**src/hw/mc_pkg.sv**
```systemverilog
// What this block does
// - bit 0 sets at T3 on A-register parity error while allow-A latch on
// - allow-A sets at P1 on chosen A-source decodes, clears at T1 if suppressed
// - suppress-A blocks further A checks until D is gated to the A bus
// - bit 1 sets at T3 on any B-register parity error
// - bit 2 sets at T3 on storage address parity error with allow-write active
// - bit 3 sets at T2 on control register parity error
// - bit 4 sets at T2 on sense latch or next-address parity error
// - bit 5 flags a parity error on the control store address register
// - bit 6 sets on R-register error, or protect stack error when fitted
// - bit 7 sets at T4 on an arithmetic unit check
// - any newly set check bit sets first-check latch when process mode selected
// - check pulse needs priority off, no switch W/X, first-check on, malfunction unsuppressed
// - check latches clear at P4 while the check reset line is active, except bits a new error sets in that cycle
// - check entry forces address 0004; routine tests mask bits 5, 6, 1
// - routine stores check bits at 0080; restoring D last clears suppress-A
// - first check pulse arms second-error stop; repeat sets hard stop; mask bit 1 disarms
// - each priority order sets one low address bit; selector sets bits 4, 6, 7
// - machine reset overrides all, sets parity-position bit, forcing address 0000
// - wrap entry needs no priority, no switch gating, no higher pulse; mask bit 2 ignores
// - share stacking latch cannot set while mask bit 6 is on
// - mask bit 5 blocks selector and share requests
// - any pulse sets any-priority at T1; next T3 sets priority latch blocking pulses
// - W, X and parity-position parity bits must be odd, else bit 5 at T2
package mc_pkg;

   // -------------------------------------------------------------
   // register map (byte addresses on the bus)
   // -------------------------------------------------------------
   localparam logic [7:0] ADDR_CAPTURE = 8'h00;
   localparam logic [7:0] ADDR_CONTROL = 8'h04;
   localparam logic [7:0] ADDR_STATUS = 8'h08;
   localparam logic [7:0] ADDR_STACK = 8'h0c;

   localparam int CTRL_PROCESS = 0;
   localparam int CTRL_SUPPRESS_MALF = 1;
   localparam logic [1:0] CONTROL_RESET = 2'h1;

   localparam int STAT_FIRST = 0;
   localparam int STAT_SECOND = 1;
   localparam int STAT_HARD = 2;
   localparam int STAT_ANY_PRIO = 3;
   localparam int STAT_PRIO = 4;
   localparam int STAT_ALLOW_A = 5;
   localparam int STAT_SUPPRESS_A = 6;
   localparam int STAT_MANUAL = 7;

   // -------------------------------------------------------------
   // machine check bit positions, bit 0 is the most significant
   // -------------------------------------------------------------
   localparam int MC_A = 0;
   localparam int MC_B = 1;
   localparam int MC_SAR = 2;
   localparam int MC_CTRL = 3;
   localparam int MC_SENSE = 4;
   localparam int MC_CSAR = 5;
   localparam int MC_R = 6;
   localparam int MC_ALU = 7;
   localparam logic [7:0] MC_RESET = 8'h00;

   // priority mask bits, same numbering
   localparam int MASK_CHECK_HELD = 1;
   localparam int MASK_WRAP = 2;
   localparam int MASK_SELECTOR = 5;
   localparam int MASK_SHARE = 6;

   // priority levels
   localparam int LVL_CHECK = 1;
   localparam int LVL_SELECTOR = 2;
   localparam int LVL_WRAP = 4;
   localparam int LVL_SHARE = 8;

   // main storage word that the check routine fills
   localparam logic [15:0] MC_STORE_ADDR = 16'h0080;

   // low address byte forced by each level, bit 0 = 8'h80
   localparam logic [7:0] X_LEVEL1 = 8'h04;
   localparam logic [7:0] X_LEVEL2 = 8'h0b;
   localparam logic [7:0] X_LEVEL3 = 8'h80;
   localparam logic [7:0] X_LEVEL4 = 8'h20;
   localparam logic [7:0] X_LEVEL5 = 8'h40;
   localparam logic [7:0] X_LEVEL6 = 8'h10;
   localparam logic [7:0] X_LEVEL7 = 8'h08;
   localparam logic [7:0] X_LEVEL8 = 8'h02;
   localparam logic [7:0] X_MACHINE_RESET = 8'h00;

   // -------------------------------------------------------------
   // carriers
   // -------------------------------------------------------------
   typedef struct packed {
      logic p1;
      logic t1;
      logic t2;
      logic t3;
      logic t4;
      logic p4;
   } phase_t;

   typedef struct packed {
      logic a_parity_err;
      logic b_parity_err;
      logic sar_parity_err;
      logic allow_write;
      logic ctrl_parity_err;
      logic sense_parity_err;
      logic next_addr_parity_err;
      logic w_parity;
      logic x_parity;
      logic r_parity_err;
      logic stack_parity_err;
      logic alu_err;
   } check_in_t;

   typedef struct packed {
      logic valid;
      logic parity_position;
      logic [7:0] x_low;
   } forced_entry_t;

endpackage

```
**src/hw/machine_check_priority_entry.sv**
```systemverilog
// The APB interface to the registers and the register offsets were left to the implementer.
`timescale 1ns/1ps
module machine_check_priority_entry
#(
   parameter logic [15:0] ALLOW_A_DECODES = 16'h00fe,
   parameter bit PROTECT_FITTED = 1'b1
)
(
   // clock and reset
   input wire logic pclk,
   input wire logic presetn,
   // apb slave
   input wire logic psel,
   input wire logic penable,
   input wire logic pwrite,
   input wire logic [7:0] paddr,
   input wire logic [31:0] pwdata,
   output logic [31:0] prdata,
   output logic pready,
   output logic pslverr,
   // cycle phases and check sources
   input wire mc_pkg::phase_t phase,
   input wire mc_pkg::check_in_t checks,
   input wire logic [3:0] a_source_control_field,
   input wire logic d_to_a_bus,
   input wire logic parity_position,
   input wire logic check_reset,
   input wire logic machine_reset,
   // sequencer and channel side
   input wire logic [7:0] priority_mask,
   input wire logic [8:1] priority_request,
   input wire logic priority_release,
   input wire logic manual_wx_switch,
   output mc_pkg::forced_entry_t forced_entry,
   output logic machine_check_pulse,
   output logic [7:0] machine_check_register,
   output logic cycle_clock_stop
);

   // -------------------------------------------------------------
   // state
   // -------------------------------------------------------------
   logic [7:0] mc;
   logic [1:0] control;
   logic allow_a;
   logic suppress_a;
   logic first_mc;
   logic second_err;
   logic hard_stop;
   logic any_prio;
   logic prio_latch;
   logic manual_latch;
   logic [8:1] stack;
   logic mask1_prev;
   logic wx_sync1;
   logic wx_sync2;
   logic [7:0] next_mc;
   logic [8:1] pulse;
   logic any_pulse;
   logic csar_bad;
   logic a_check_ok;

   // low address byte forced by a one-hot level, bit 0 is the msb
   function automatic logic [7:0] x_of_level(input logic [8:1] one_hot);
      logic [7:0] x;
      x = 8'h00;
      if (one_hot[1]) x = mc_pkg::X_LEVEL1;
      if (one_hot[2]) x = mc_pkg::X_LEVEL2;
      if (one_hot[3]) x = mc_pkg::X_LEVEL3;
      if (one_hot[4]) x = mc_pkg::X_LEVEL4;
      if (one_hot[5]) x = mc_pkg::X_LEVEL5;
      if (one_hot[6]) x = mc_pkg::X_LEVEL6;
      if (one_hot[7]) x = mc_pkg::X_LEVEL7;
      if (one_hot[8]) x = mc_pkg::X_LEVEL8;
      return x;
   endfunction

   // -------------------------------------------------------------
   // switch synchroniser
   // -------------------------------------------------------------
   always_ff @(posedge pclk or negedge presetn)
   begin
      if (!presetn)
      begin
         wx_sync1 <= 1'b0;
         wx_sync2 <= 1'b0;
      end
      else
      begin
         wx_sync1 <= manual_wx_switch;
         wx_sync2 <= wx_sync1;
      end
   end

   // -------------------------------------------------------------
   // check capture
   // -------------------------------------------------------------
   // parity-position takes part so an address forced by reset still checks
   assign csar_bad = ~(checks.w_parity ^ checks.x_parity ^ parity_position);
   assign a_check_ok = allow_a & ~suppress_a;

   always_comb
   begin
      next_mc = 8'h00;
      next_mc[7 - mc_pkg::MC_A] = phase.t3 & checks.a_parity_err & a_check_ok;
      next_mc[7 - mc_pkg::MC_B] = phase.t3 & checks.b_parity_err;
      next_mc[7 - mc_pkg::MC_SAR] = phase.t3 & checks.sar_parity_err & checks.allow_write;
      next_mc[7 - mc_pkg::MC_CTRL] = phase.t2 & checks.ctrl_parity_err;
      next_mc[7 - mc_pkg::MC_SENSE] = phase.t2
         & (checks.sense_parity_err | checks.next_addr_parity_err);
      next_mc[7 - mc_pkg::MC_CSAR] = phase.t2 & csar_bad;
      next_mc[7 - mc_pkg::MC_R] = checks.r_parity_err
         | (PROTECT_FITTED & checks.stack_parity_err);
      next_mc[7 - mc_pkg::MC_ALU] = phase.t4 & checks.alu_err;
   end

   // a new error beats the P4 reset in the same cycle
   always_ff @(posedge pclk or negedge presetn)
   begin
      if (!presetn)
         mc <= mc_pkg::MC_RESET;
      else if (machine_reset)
         mc <= mc_pkg::MC_RESET;
      else if (phase.p4 && check_reset)
         mc <= next_mc;
      else
         mc <= mc | next_mc;
   end

   always_ff @(posedge pclk or negedge presetn)
   begin
      if (!presetn)
         allow_a <= 1'b0;
      else if (machine_reset)
         allow_a <= 1'b0;
      else if (phase.p1 && ALLOW_A_DECODES[a_source_control_field])
         allow_a <= 1'b1;
      else if (phase.t1 && suppress_a)
         allow_a <= 1'b0;
   end

   // the check routine reuses the faulty register; suppress until D rewrites it
   always_ff @(posedge pclk or negedge presetn)
   begin
      if (!presetn)
         suppress_a <= 1'b0;
      else if (machine_reset)
         suppress_a <= 1'b0;
      else if (next_mc[7 - mc_pkg::MC_A])
         suppress_a <= 1'b1;
      else if (d_to_a_bus)
         suppress_a <= 1'b0;
   end

   // -------------------------------------------------------------
   // first check, second-error stop, hard stop
   // -------------------------------------------------------------
   // only fresh errors arm the entry, so a captured bit is not retaken forever
   always_ff @(posedge pclk or negedge presetn)
   begin
      if (!presetn)
         first_mc <= 1'b0;
      else if (machine_reset)
         first_mc <= 1'b0;
      else if ((|(next_mc & ~mc)) && control[mc_pkg::CTRL_PROCESS])
         first_mc <= 1'b1;
      else if (phase.p4 && check_reset)
         first_mc <= 1'b0;
      else if (machine_check_pulse)
         first_mc <= 1'b0;
   end

   assign machine_check_pulse = ~prio_latch & ~manual_latch & first_mc
      & ~control[mc_pkg::CTRL_SUPPRESS_MALF];

   always_ff @(posedge pclk or negedge presetn)
   begin
      if (!presetn)
         mask1_prev <= 1'b0;
      else
         mask1_prev <= priority_mask[7 - mc_pkg::MASK_CHECK_HELD];
   end

   always_ff @(posedge pclk or negedge presetn)
   begin
      if (!presetn)
         second_err <= 1'b0;
      else if (machine_reset)
         second_err <= 1'b0;
      else if (machine_check_pulse)
         second_err <= 1'b1;
      else if (priority_mask[7 - mc_pkg::MASK_CHECK_HELD] && !mask1_prev)
         second_err <= 1'b0;
   end

   always_ff @(posedge pclk or negedge presetn)
   begin
      if (!presetn)
         hard_stop <= 1'b0;
      else if (machine_reset)
         hard_stop <= 1'b0;
      else if (machine_check_pulse && second_err)
         hard_stop <= 1'b1;
   end

   assign cycle_clock_stop = hard_stop;

   // -------------------------------------------------------------
   // priority stacking and arbitration
   // -------------------------------------------------------------
   always_ff @(posedge pclk or negedge presetn)
   begin
      if (!presetn)
         stack <= 8'h00;
      else if (machine_reset)
         stack <= 8'h00;
      else
      begin
         for (int lvl = 2; lvl <= 8; lvl++)
         begin
            if (priority_request[lvl])
               stack[lvl] <= 1'b1;
            else if (pulse[lvl])
               stack[lvl] <= 1'b0;
         end
         if (priority_request[mc_pkg::LVL_SELECTOR]
             && priority_mask[7 - mc_pkg::MASK_SELECTOR])
            stack[mc_pkg::LVL_SELECTOR] <= 1'b0;
         if (priority_request[mc_pkg::LVL_SHARE]
             && (priority_mask[7 - mc_pkg::MASK_SHARE]
                 || priority_mask[7 - mc_pkg::MASK_SELECTOR]))
            stack[mc_pkg::LVL_SHARE] <= 1'b0;
         // the check level is fed by the first-check latch, not a stack
         stack[mc_pkg::LVL_CHECK] <= 1'b0;
      end
   end

   always_comb
   begin
      logic higher;
      higher = machine_reset;
      pulse = 8'h00;
      pulse[1] = machine_check_pulse & ~higher;
      higher = higher | pulse[1];
      for (int lvl = 2; lvl <= 8; lvl++)
      begin
         pulse[lvl] = ~prio_latch & ~manual_latch & ~higher & stack[lvl];
         if (lvl == mc_pkg::LVL_WRAP)
            pulse[lvl] = pulse[lvl] & ~priority_mask[7 - mc_pkg::MASK_WRAP];
         higher = higher | pulse[lvl];
      end
   end

   assign any_pulse = |pulse;

   always_ff @(posedge pclk or negedge presetn)
   begin
      if (!presetn)
         any_prio <= 1'b0;
      else if (machine_reset)
         any_prio <= 1'b0;
      else if (phase.t1 && any_pulse)
         any_prio <= 1'b1;
      else if (priority_release || (phase.p4 && manual_latch))
         any_prio <= 1'b0;
   end

   always_ff @(posedge pclk or negedge presetn)
   begin
      if (!presetn)
         prio_latch <= 1'b0;
      else if (machine_reset)
         prio_latch <= 1'b0;
      else if (phase.t3 && any_prio)
         prio_latch <= 1'b1;
      else if (priority_release || (phase.p4 && manual_latch))
         prio_latch <= 1'b0;
   end

   always_ff @(posedge pclk or negedge presetn)
   begin
      if (!presetn)
         manual_latch <= 1'b0;
      else if (phase.t1 && wx_sync2)
         manual_latch <= 1'b1;
      else if (phase.t1)
         manual_latch <= 1'b0;
   end

   // one-cycle forced address; a pulse clears its own source, so it loads once
   always_ff @(posedge pclk or negedge presetn)
   begin
      if (!presetn)
         forced_entry <= '0;
      else if (machine_reset)
      begin
         forced_entry.valid <= 1'b1;
         forced_entry.parity_position <= 1'b1;
         forced_entry.x_low <= mc_pkg::X_MACHINE_RESET;
      end
      else if (any_pulse)
      begin
         forced_entry.valid <= 1'b1;
         forced_entry.parity_position <= 1'b0;
         forced_entry.x_low <= x_of_level(pulse);
      end
      else
         forced_entry.valid <= 1'b0;
   end

   assign machine_check_register = mc;

   // -------------------------------------------------------------
   // apb registers
   // -------------------------------------------------------------
   // no wait states: every access completes in its first access cycle
   assign pready = 1'b1;

   always_ff @(posedge pclk or negedge presetn)
   begin
      if (!presetn)
         control <= mc_pkg::CONTROL_RESET;
      else if (psel && penable && pwrite && paddr == mc_pkg::ADDR_CONTROL)
         control <= pwdata[1:0];
   end

   always_comb
   begin
      pslverr = 1'b0;
      prdata = 32'h0000_0000;
      case (paddr)
         mc_pkg::ADDR_CAPTURE:
            prdata[7:0] = mc;
         mc_pkg::ADDR_CONTROL:
            prdata[1:0] = control;
         mc_pkg::ADDR_STATUS:
            prdata[7:0] = {manual_latch, suppress_a, allow_a, prio_latch,
                           any_prio, hard_stop, second_err, first_mc};
         mc_pkg::ADDR_STACK:
            prdata[16:0] = {forced_entry.parity_position, forced_entry.x_low,
                            stack};
         default:
            pslverr = psel & penable;
      endcase
   end

endmodule // machine_check_priority_entry

```
**config.mk**
```make
export PLATFORM = sky130hd
export DESIGN_NAME = machine_check_priority_entry
export DESIGN_NICKNAME = d
export VERILOG_FILES = /design/src/hw/mc_pkg.sv /design/src/hw/machine_check_priority_entry.sv
export SDC_FILE = /design/constraint.sdc
export NUM_CORES = 1
export LEC_CHECK = 0
export BUFFER_PORTS_ARGS = -buffer_cell sky130_fd_sc_hd__buf_4
export CAP_MARGIN = 20
export CORE_ASPECT_RATIO = 1.25
export CORE_UTILIZATION = 38
export DETAILED_ROUTE_END_ITERATION = 10
export PLACE_DENSITY = 0.77
export SLEW_MARGIN = 20
export SYNTH_ARGS = -nofsm -noshare
export SYNTH_HDL_FRONTEND = slang
export SYNTH_SLANG_ARGS = --single-unit
```
**constraint.sdc**
```tcl
create_clock -name pclk -period 1.5 [get_ports pclk]
set_input_delay 0.15 -clock pclk [delete_from_list [all_inputs] [get_ports pclk]]
set_output_delay 0.15 -clock pclk [all_outputs]
set_load 0.005 [all_outputs]
```
==> results by group, run 1 <==
Outcome
  – Status: finished with violations
  – Failing checks: negative setup slack

Yosys
  – Synthesis-stage register bit count: 38
  – Distinct cells, synth: just under 50
  – Fraction of registers with async set/reset: 100%
  – Post-Synth XOR/XNOR Area: 0.824%
  – Synth Area in Simple Gates: between 20% and 30%
  – Yosys top cell by area: dfrtp_1
  – Compound-Gate Fraction of Synth Area: between 10% and 20%
  – Average size of a mapped cell: around 9.5 sq um
  – Post-Synth Adder-Cell Area: 0%
  – Post-synth top area share: between 40% and 50%
  – Synthesized area: roughly 2100 sq um
  – Sequential fraction of the synthesis area: around 45%
  – Mapped Cells: 224
  – Main area contributors after synthesis: dfrtp_1 44%, buf_4 5.6%, mux2_2 4.8%
  – Number of synthesized flops with an enable pin: 0
  – Commonest register cell after synthesis: dfrtp_1
  – Combinational family with the most area after synthesis: simple AND/OR/NAND/NOR gates
  – Yosys synthesis warning count: 0
  – Mux cell area share after synthesis: about 6.3%

Floorplanning
  – Die width: between 60 and 70 um
  – Core box area: 5410 sq um
  – Cell row count: 30
  – Starting Density: between 30% and 40%
  – Die Area: around 6000 sq um
  – # IOs: approximately 140
  – Die H: between 80 and 90 um

Clock network
  – Clock tree sinks: 38
  – Maximum buffer depth of the clock tree: 2
  – Clk root buf: clkbuf_8
  – TritonCTS clock tree: done
  – TritonCTS Buffers: 5
  – CTS H-Tree Depth: 2
  – CTS clk-pin slew, worst paths: around 0.070 ns
  – Latest clock arrival within the worst-skew pair: 0.29 ns

Power
  – Overall power: 0.00255 W
  – Int Pwr: around 0.0019 W
  – P_sw: approximately 0.00068 W
  – Gate power share: 23.3%
  – Sequential power share: around 44%
  – VDD IR max: approximately 0.7 mV
  – Lkg Pwr: around 1.6 nW
  – Pwr per Cell Area: 755 nW/um^2
  – Switching part of the total: between 20% and 30%
  – Clock Power Share: 32.3%

STA
  – Post-route minimum period: roughly 1.6 ns
  – RSZ-0062 raised after global routing: true
  – Worst slew pin tran: ~0.6 ns
  – Worst slew margin: 59.9%
  – Total negative slack: -0.552 ns
  – Max Slew Vio Count: 0
  – Period utilization: 107%
  – Endpoints failing setup: 8
  – Fmax: between 600 and 700 MHz
  – Final Hold Violating Endpoints: 0
  – Worst setup slack after layout: -0.109 ns
  – Clk_skew: roughly 0.0042 ns
  – WHS: 0.0861 ns

Placed design
  – IO buf count: a little over 90
  – Final GP Congestion: 0.811
  – Dpl hpwl: ~4.3 mm
  – Placed cell area: roughly 2900 sq um
  – Placed cell count: between 300 and 400

Global routing
  – First-pass GRT wire length: 9.16 mm
  – Initial antenna violation count: 0
  – Overall Global Routing Usage: a little over a fifth
  – Total grt overflow: 0
  – Vias in the first global route: 1989
  – Largest net degree at the start of global routing: 39

Critical path
  – Critical Path Fanout Max: 4
  – Critical path capture point type: output port
  – CP required: 1.35 ns
  – Worst Setup Start Kind: flip-flop
  – Crit path DAT: 1.46 ns
  – Critical path class: reg2out

Final layout
  – Fraction of layout cells with a size suffix above 1: roughly half
  – Multi-input logic area: between 1000 and 1500 sq um
  – Fin nets: around 440
  – Ant diodes: 0
  – Reg area: ~960 sq um
  – Filler instances: about 460
  – Non-Filler Instances: between 400 and 500
  – Layout overhead on the synthesized area: 58.6%
  – Post-route cell area: approximately 3400 sq um

Drt
  – Drt pass-1 iters: 4
  – Average wire per standard cell: around 16 um
  – Routed vias/inst: between 5 and 6
  – Detailed-route DRC error count: 0
  – Detailed Route WL: roughly 6.5 mm
  – Initial DRC Count: just over 90
  – ANT nets after route: 0
  – Via count: about 2.2k

Flow run
  – Max Cap Viol: 0

Min path
  – Worst hold path type: in2reg
==> state kept, by name, summed over array words and instances, names as in the netlist, 2 cells and up <==
name	count
forced_entry	10
stack	7
control	2
machine_check_register	8
==> layout make-up <==
type,count,area share (%)
clock buffer,8,3.26
inverter,12,1.34
multi-input combinational,165,35.6
sequential,38,28.4
tap,64,2.37
timing repair buffer,125,29.0
==> synth_stat cells (2+ instances only) <==
master,number
dfrtp_1,37
nor2_1,24
a21oi_1,18
buf_4,16
nand2_1,13
inv_1,12
a22oi_1,10
and2_1,10
mux2_2,9
nand3_1,8
o21ai_0,7
nand3b_1,4
nand4_1,4
and3_1,3
clkbuf_1,3
nand2b_1,3
o311ai_0,3
a211oi_1,2
a31oi_1,2
buf_1,2
buf_2,2
conb_1,2
o22ai_1,2
o32ai_1,2
or3_1,2
==> final timing paths <==
kind                          startpoint         end  slack [ns]  cells past startpoint
max reg2reg                 manual_latch    stack[3]       -0.10                      5
min reg2reg                     wx_sync1    wx_sync2        0.35                      0
min                        machine_reset    stack[5]        0.09                      2
min in group asynchronous        presetn  control[1]        0.36                      2
max in group asynchronous        presetn    stack[7]        0.79                      2
max                           control[1]   prdata[1]       -0.11                      3
==> power by group through the flow <==
stage                     registers (W)  clock network (W)  logic (W)
final                           0.00113           0.000824   0.000595
after CTS                       0.00112           0.000837   0.000525
after detailed placement        0.00115                  0   0.000447
after floorplan                 0.00114                  0   0.000220
after global placement          0.00115                  0   0.000437
after global routing            0.00113           0.000884   0.000645
==> layer usage <==
layer | part of all wire [%] | global-route usage, % | vias up
met2 | 52 | 36.1 | 113
met4 | 1.7 | 5.19 | 0
met1 | 38 | 25.9 | 1038
met3 | 7.6 | 4.65 | 12
li1 | - | - | 1010
met5 | 0 | 0 | -
==> cell usage in the layout, fill, tap and decap left out, types with 4 or more instances in the layout <==
cell type,instances
buf_4,113
dfrtp_1,33
nor2_1,22
conb_1,16
a21oi_1,14
nand2_1,13
inv_1,11
and2_1,9
buf_6,9
clkbuf_8,8
nand3_1,6
a22oi_2,6
mux2_4,5
o21ai_0,5
a22oi_1,4
mux2_2,4
nand3b_1,4
nand4_1,4
dfrtp_2,4
==> kinds of logic (layout without fill, tap and decap cells) <==
group | Yosys count | in the layout
simple gates | 84 | 84
other cells | 2 | 16
compound gates | 52 | 52
xor+xnor | 2 | 2
buf+inv | 35 | 145
flops | 38 | 38
mux | 11 | 11
==> critical path: stages (launching register included) <==
cell and delay (ns):
dfrtp_1 0.42, mux4_2 0.49, and2_4 0.16, buf_6 0.11
==> through the flow <==
step / setup slack, ns / util [%]
4_1_cts: -0.0973 / 59.8
2_1_floorplan: 0.0566 / -
5_1_grt: -0.151 / 62.4
3_3_place_gp: 0.0568 / 53.2
3_5_place_dp: 0.0190 / 53.2
6_report: -0.109 / 62.4
==> repair_timing <==
item | in CTS | in global routing
pin swaps | 10 | 18
hold endpoints to repair | 39 | 0
resized for setup | 27 | 24
hold buffers | 3 | 0
buffers inserted | 15 | 6
endpoints found under the setup margin | 8 | 24
(Power assumes the default switching activity.)
==> run 2, diff against run 1 <==
==> constraint.sdc (replaced) <==
create_clock -name pclk -period 1.5 [get_ports pclk]
set_input_delay 0.3 -clock pclk [delete_from_list [all_inputs] [get_ports pclk]]
set_output_delay 0.3 -clock pclk [all_outputs]
set_load 0.005 [all_outputs]
==> run 2 against run 1 <==
Compared with the run above: the run still ends with negative setup slack left; design area up 4.4%; clock power shrank 11%; global-route usage increased by 1.4 points; core utilization grew 2.8 points; worst setup slack got worse by 0.14 ns; final cell count increased by 3.4%; clock-buffer cell count is 1 lower; total power is 2.3% lower; register-to-register slack improved by 0.03 ns; clock skew rose by 0.0034 ns; first-iteration DRC count up 77%; largest power group unchanged.
==> results by group, run 2 (synthesized netlist as in run 1, its figures left out) <==
Floorplanning
  – Cell row count: 30 (unchanged)
  – # IOs: 143 (unchanged)
  – Die Area: 5900 sq um (unchanged)
  – Starting Density: 39.4% (unchanged)
  – Die H: 85.6 um (unchanged)
  – Core box area: 5410 sq um (unchanged)
  – Die width: 68.9 um (unchanged)

Final layout
  – Commonest cells after routing, fill and taps aside: 123 x buf_4, 33 x dfrtp_1, 19 x nor2_1 (was 113 x buf_4, 33 x dfrtp_1, 22 x nor2_1)
  – Fin nets: 450 (was 436)
  – Ant diodes: 0 (unchanged)
  – Most common cell after layout, fill and taps aside: buf_4 (unchanged)
  – Non-Filler Instances: 426 (was 412)
  – Post-route cell area: 3520 sq um (was 3370 sq um)
  – Fraction of layout cells with a size suffix above 1: 55.8% (was 50.6%)
  – Post-layout util: 65.2% (was 62.4%)
  – Layout overhead on the synthesized area: 65.6% (was 58.6%)
  – Max FFs per register: 10 (unchanged)
  – Largest Register: forced_entry (unchanged)

STA
  – RSZ-0062 raised after global routing: true (unchanged)
  – Post-route minimum period: 1.75 ns (was 1.61 ns)
  – Worst setup slack after layout: -0.251 ns (was -0.109 ns)
  – Clk_skew: 0.00760 ns (was 0.00419 ns)
  – Max Slew Vio Count: 0 (unchanged)
  – Final Hold Violating Endpoints: 0 (unchanged)
  – Fmax: 571 MHz (was 622 MHz)
  – Period utilization: 117% (was 107%)
  – Endpoints failing setup: 12 (was 8)

Global routing
  – Overall Global Routing Usage: 22.4% (was 21.0%)
  – First-pass GRT wire length: 9.69 mm (was 9.16 mm)
  – Vias in the first global route: 2061 (was 1989)
  – Initial antenna violation count: 0 (unchanged)
  – GR Util met1: 27.9% (was 25.9%)
  – Gr busiest metal: met2 (unchanged)
  – Largest net degree at the start of global routing: 39 (unchanged)
  – Met3 GRT Util: 4.79% (was 4.65%)
  – Total grt overflow: 0 (unchanged)
  – Met2 GRT Util: 35.8% (was 36.1%)

Drt
  – Drt pass-1 iters: 4 (unchanged)
  – Via count: 2241 (was 2173)
  – Initial DRC Count: 161 (was 91)
  – ANT nets after route: 0 (unchanged)
  – Average wire per standard cell: 15.3 um (was 15.7 um)
  – Routed vias/inst: 5.26 (was 5.27)
  – Detailed Route WL: 6.53 mm (was 6.46 mm)
  – Detailed-route DRC error count: 0 (unchanged)

Outcome
  – Status: finished with violations (unchanged)
  – Failing checks: negative setup slack (unchanged)

Clock network
  – TritonCTS clock tree: done (unchanged)
  – CTS clk-pin slew, worst paths: 0.07 ns (about the same)
  – TritonCTS Buffers: 5 (unchanged)
  – Maximum buffer depth of the clock tree: 2 (unchanged)
  – Clock tree sinks: 38 (unchanged)
  – CTS H-Tree Depth: 2 (unchanged)
  – Clk root buf: clkbuf_8 (unchanged)
  – Latest clock arrival within the worst-skew pair: 0.30 ns (was 0.29 ns)

Power
  – Gate power share: 25.2% (was 23.3%)
  – Clock Power Share: 29.5% (was 32.3%)
  – P_sw: 0.000694 W (was 0.000680 W)
  – VDD IR max: 0.428 mV (was 0.687 mV)
  – Int Pwr: 0.00180 W (was 0.00187 W)
  – Pwr per Cell Area: 707 nW/um^2 (was 755 nW/um^2)
  – Lkg Pwr: 1.71 nW (was 1.64 nW)
  – Switching part of the total: 27.9% (was 26.7%)
  – Sequential power share: 45.3% (was 44.3%)

Critical path
  – Critical path capture point type: output port (unchanged)
  – Crit path DAT: 1.45 ns (was 1.46 ns)
  – CP required: 1.20 ns (was 1.35 ns)
  – Critical path class: reg2out (unchanged)
  – R2R depth: 5 (unchanged)
  – Worst Setup Start Kind: flip-flop (unchanged)
  – Critical Path Fanout Max: 2 (was 4)

Min path
  – Worst hold path type: in2reg (unchanged)
  – Hold Path Depth: 1 (was 2)

Placed design
  – Final GP Congestion: 0.845 (was 0.811)
  – Placed cell area: 3000 sq um (was 2880 sq um)
  – Placed cell count: 397 (was 381)
  – IO buf count: 91 (unchanged)
  – Dpl hpwl: 4.34 mm (about the same)

Flow run
  – Max Cap Viol: 0 (unchanged)
run 2: cell types whose count changed in the layout (fill, tap and decap cells not counted), moves of 3 or more:
| cell | before | now |
|---|---|---|
| and2_1 | 9 | 5 |
| and3_4 | 0 | 3 |
| and2_4 | 1 | 5 |
| buf_6 | 9 | 14 |
| nor2_1 | 22 | 19 |
| nor2_4 | 0 | 4 |
| buf_4 | 113 | 123 |
run 2: final cells by class:
type,instances,area [sq um]
fill,449,1880
multi-input combinational,166,1260
timing repair buffer,138,1090
sequential,38,957
clock buffer,7,86.3
tap,64,80.1
inverter,12,45.0
clock inverter,1,5.00
run 2: routing by layer:
metal | up-vias | wire, um
met5 | - | 0
met4 | 0 | 174
met3 | 13 | 398
met2 | 111 | 3260
met1 | 1070 | 2700
li1 | 1047 | -
run 2: repair_timing:
action,in CTS,in global routing
gates resized for setup,27,46
hold buffers,1,0
pin swaps,10,28
endpoints found under the hold margin,37,0
setup endpoints to repair,18,35
buffers inserted,14,7
gates cloned,1,0
run 2: worst paths after layout:
check	from	endpoint	slack, ns
worst max-delay path	stack[2]	prdata[1]	-0.25
worst min-delay path	manual_wx_switch	wx_sync1	0.11
worst max register to register	manual_latch	stack[3]	-0.07
worst min register to register	wx_sync1	wx_sync2	0.35
max in group asynchronous	presetn	stack[8]	0.63
min in group asynchronous	presetn	forced_entry[7]	0.51
run 2: stage by stage:
stage	total power [W]	TNS, ns	worst slack, ns	hold slack, ns
2_1_floorplan	0.00136	0	0.0566	0.00441
3_3_place_gp	0.00162	-0.876	-0.101	0.290
3_5_place_dp	0.00163	-1.01	-0.114	0.296
4_1_cts	0.00241	-1.42	-0.257	0.102
5_1_grt	0.00261	-2.15	-0.276	0.0975
6_report	0.00249	-1.28	-0.251	0.108
run 2: critical path, stage by stage (launching register included):
cell     delay (ns)
dfrtp_2        0.43
mux4_2         0.46
and2_1         0.14
buf_4          0.13
run 2: power groups by stage:
stage	combinational (W)	sequential (W)	clock [W]
2_1_floorplan	0.000220	0.00114	0
3_3_place_gp	0.000468	0.00115	0
3_5_place_dp	0.000479	0.00115	0
4_1_cts	0.000549	0.00112	0.000743
5_1_grt	0.000680	0.00113	0.000795
6_report	0.000628	0.00113	0.000735
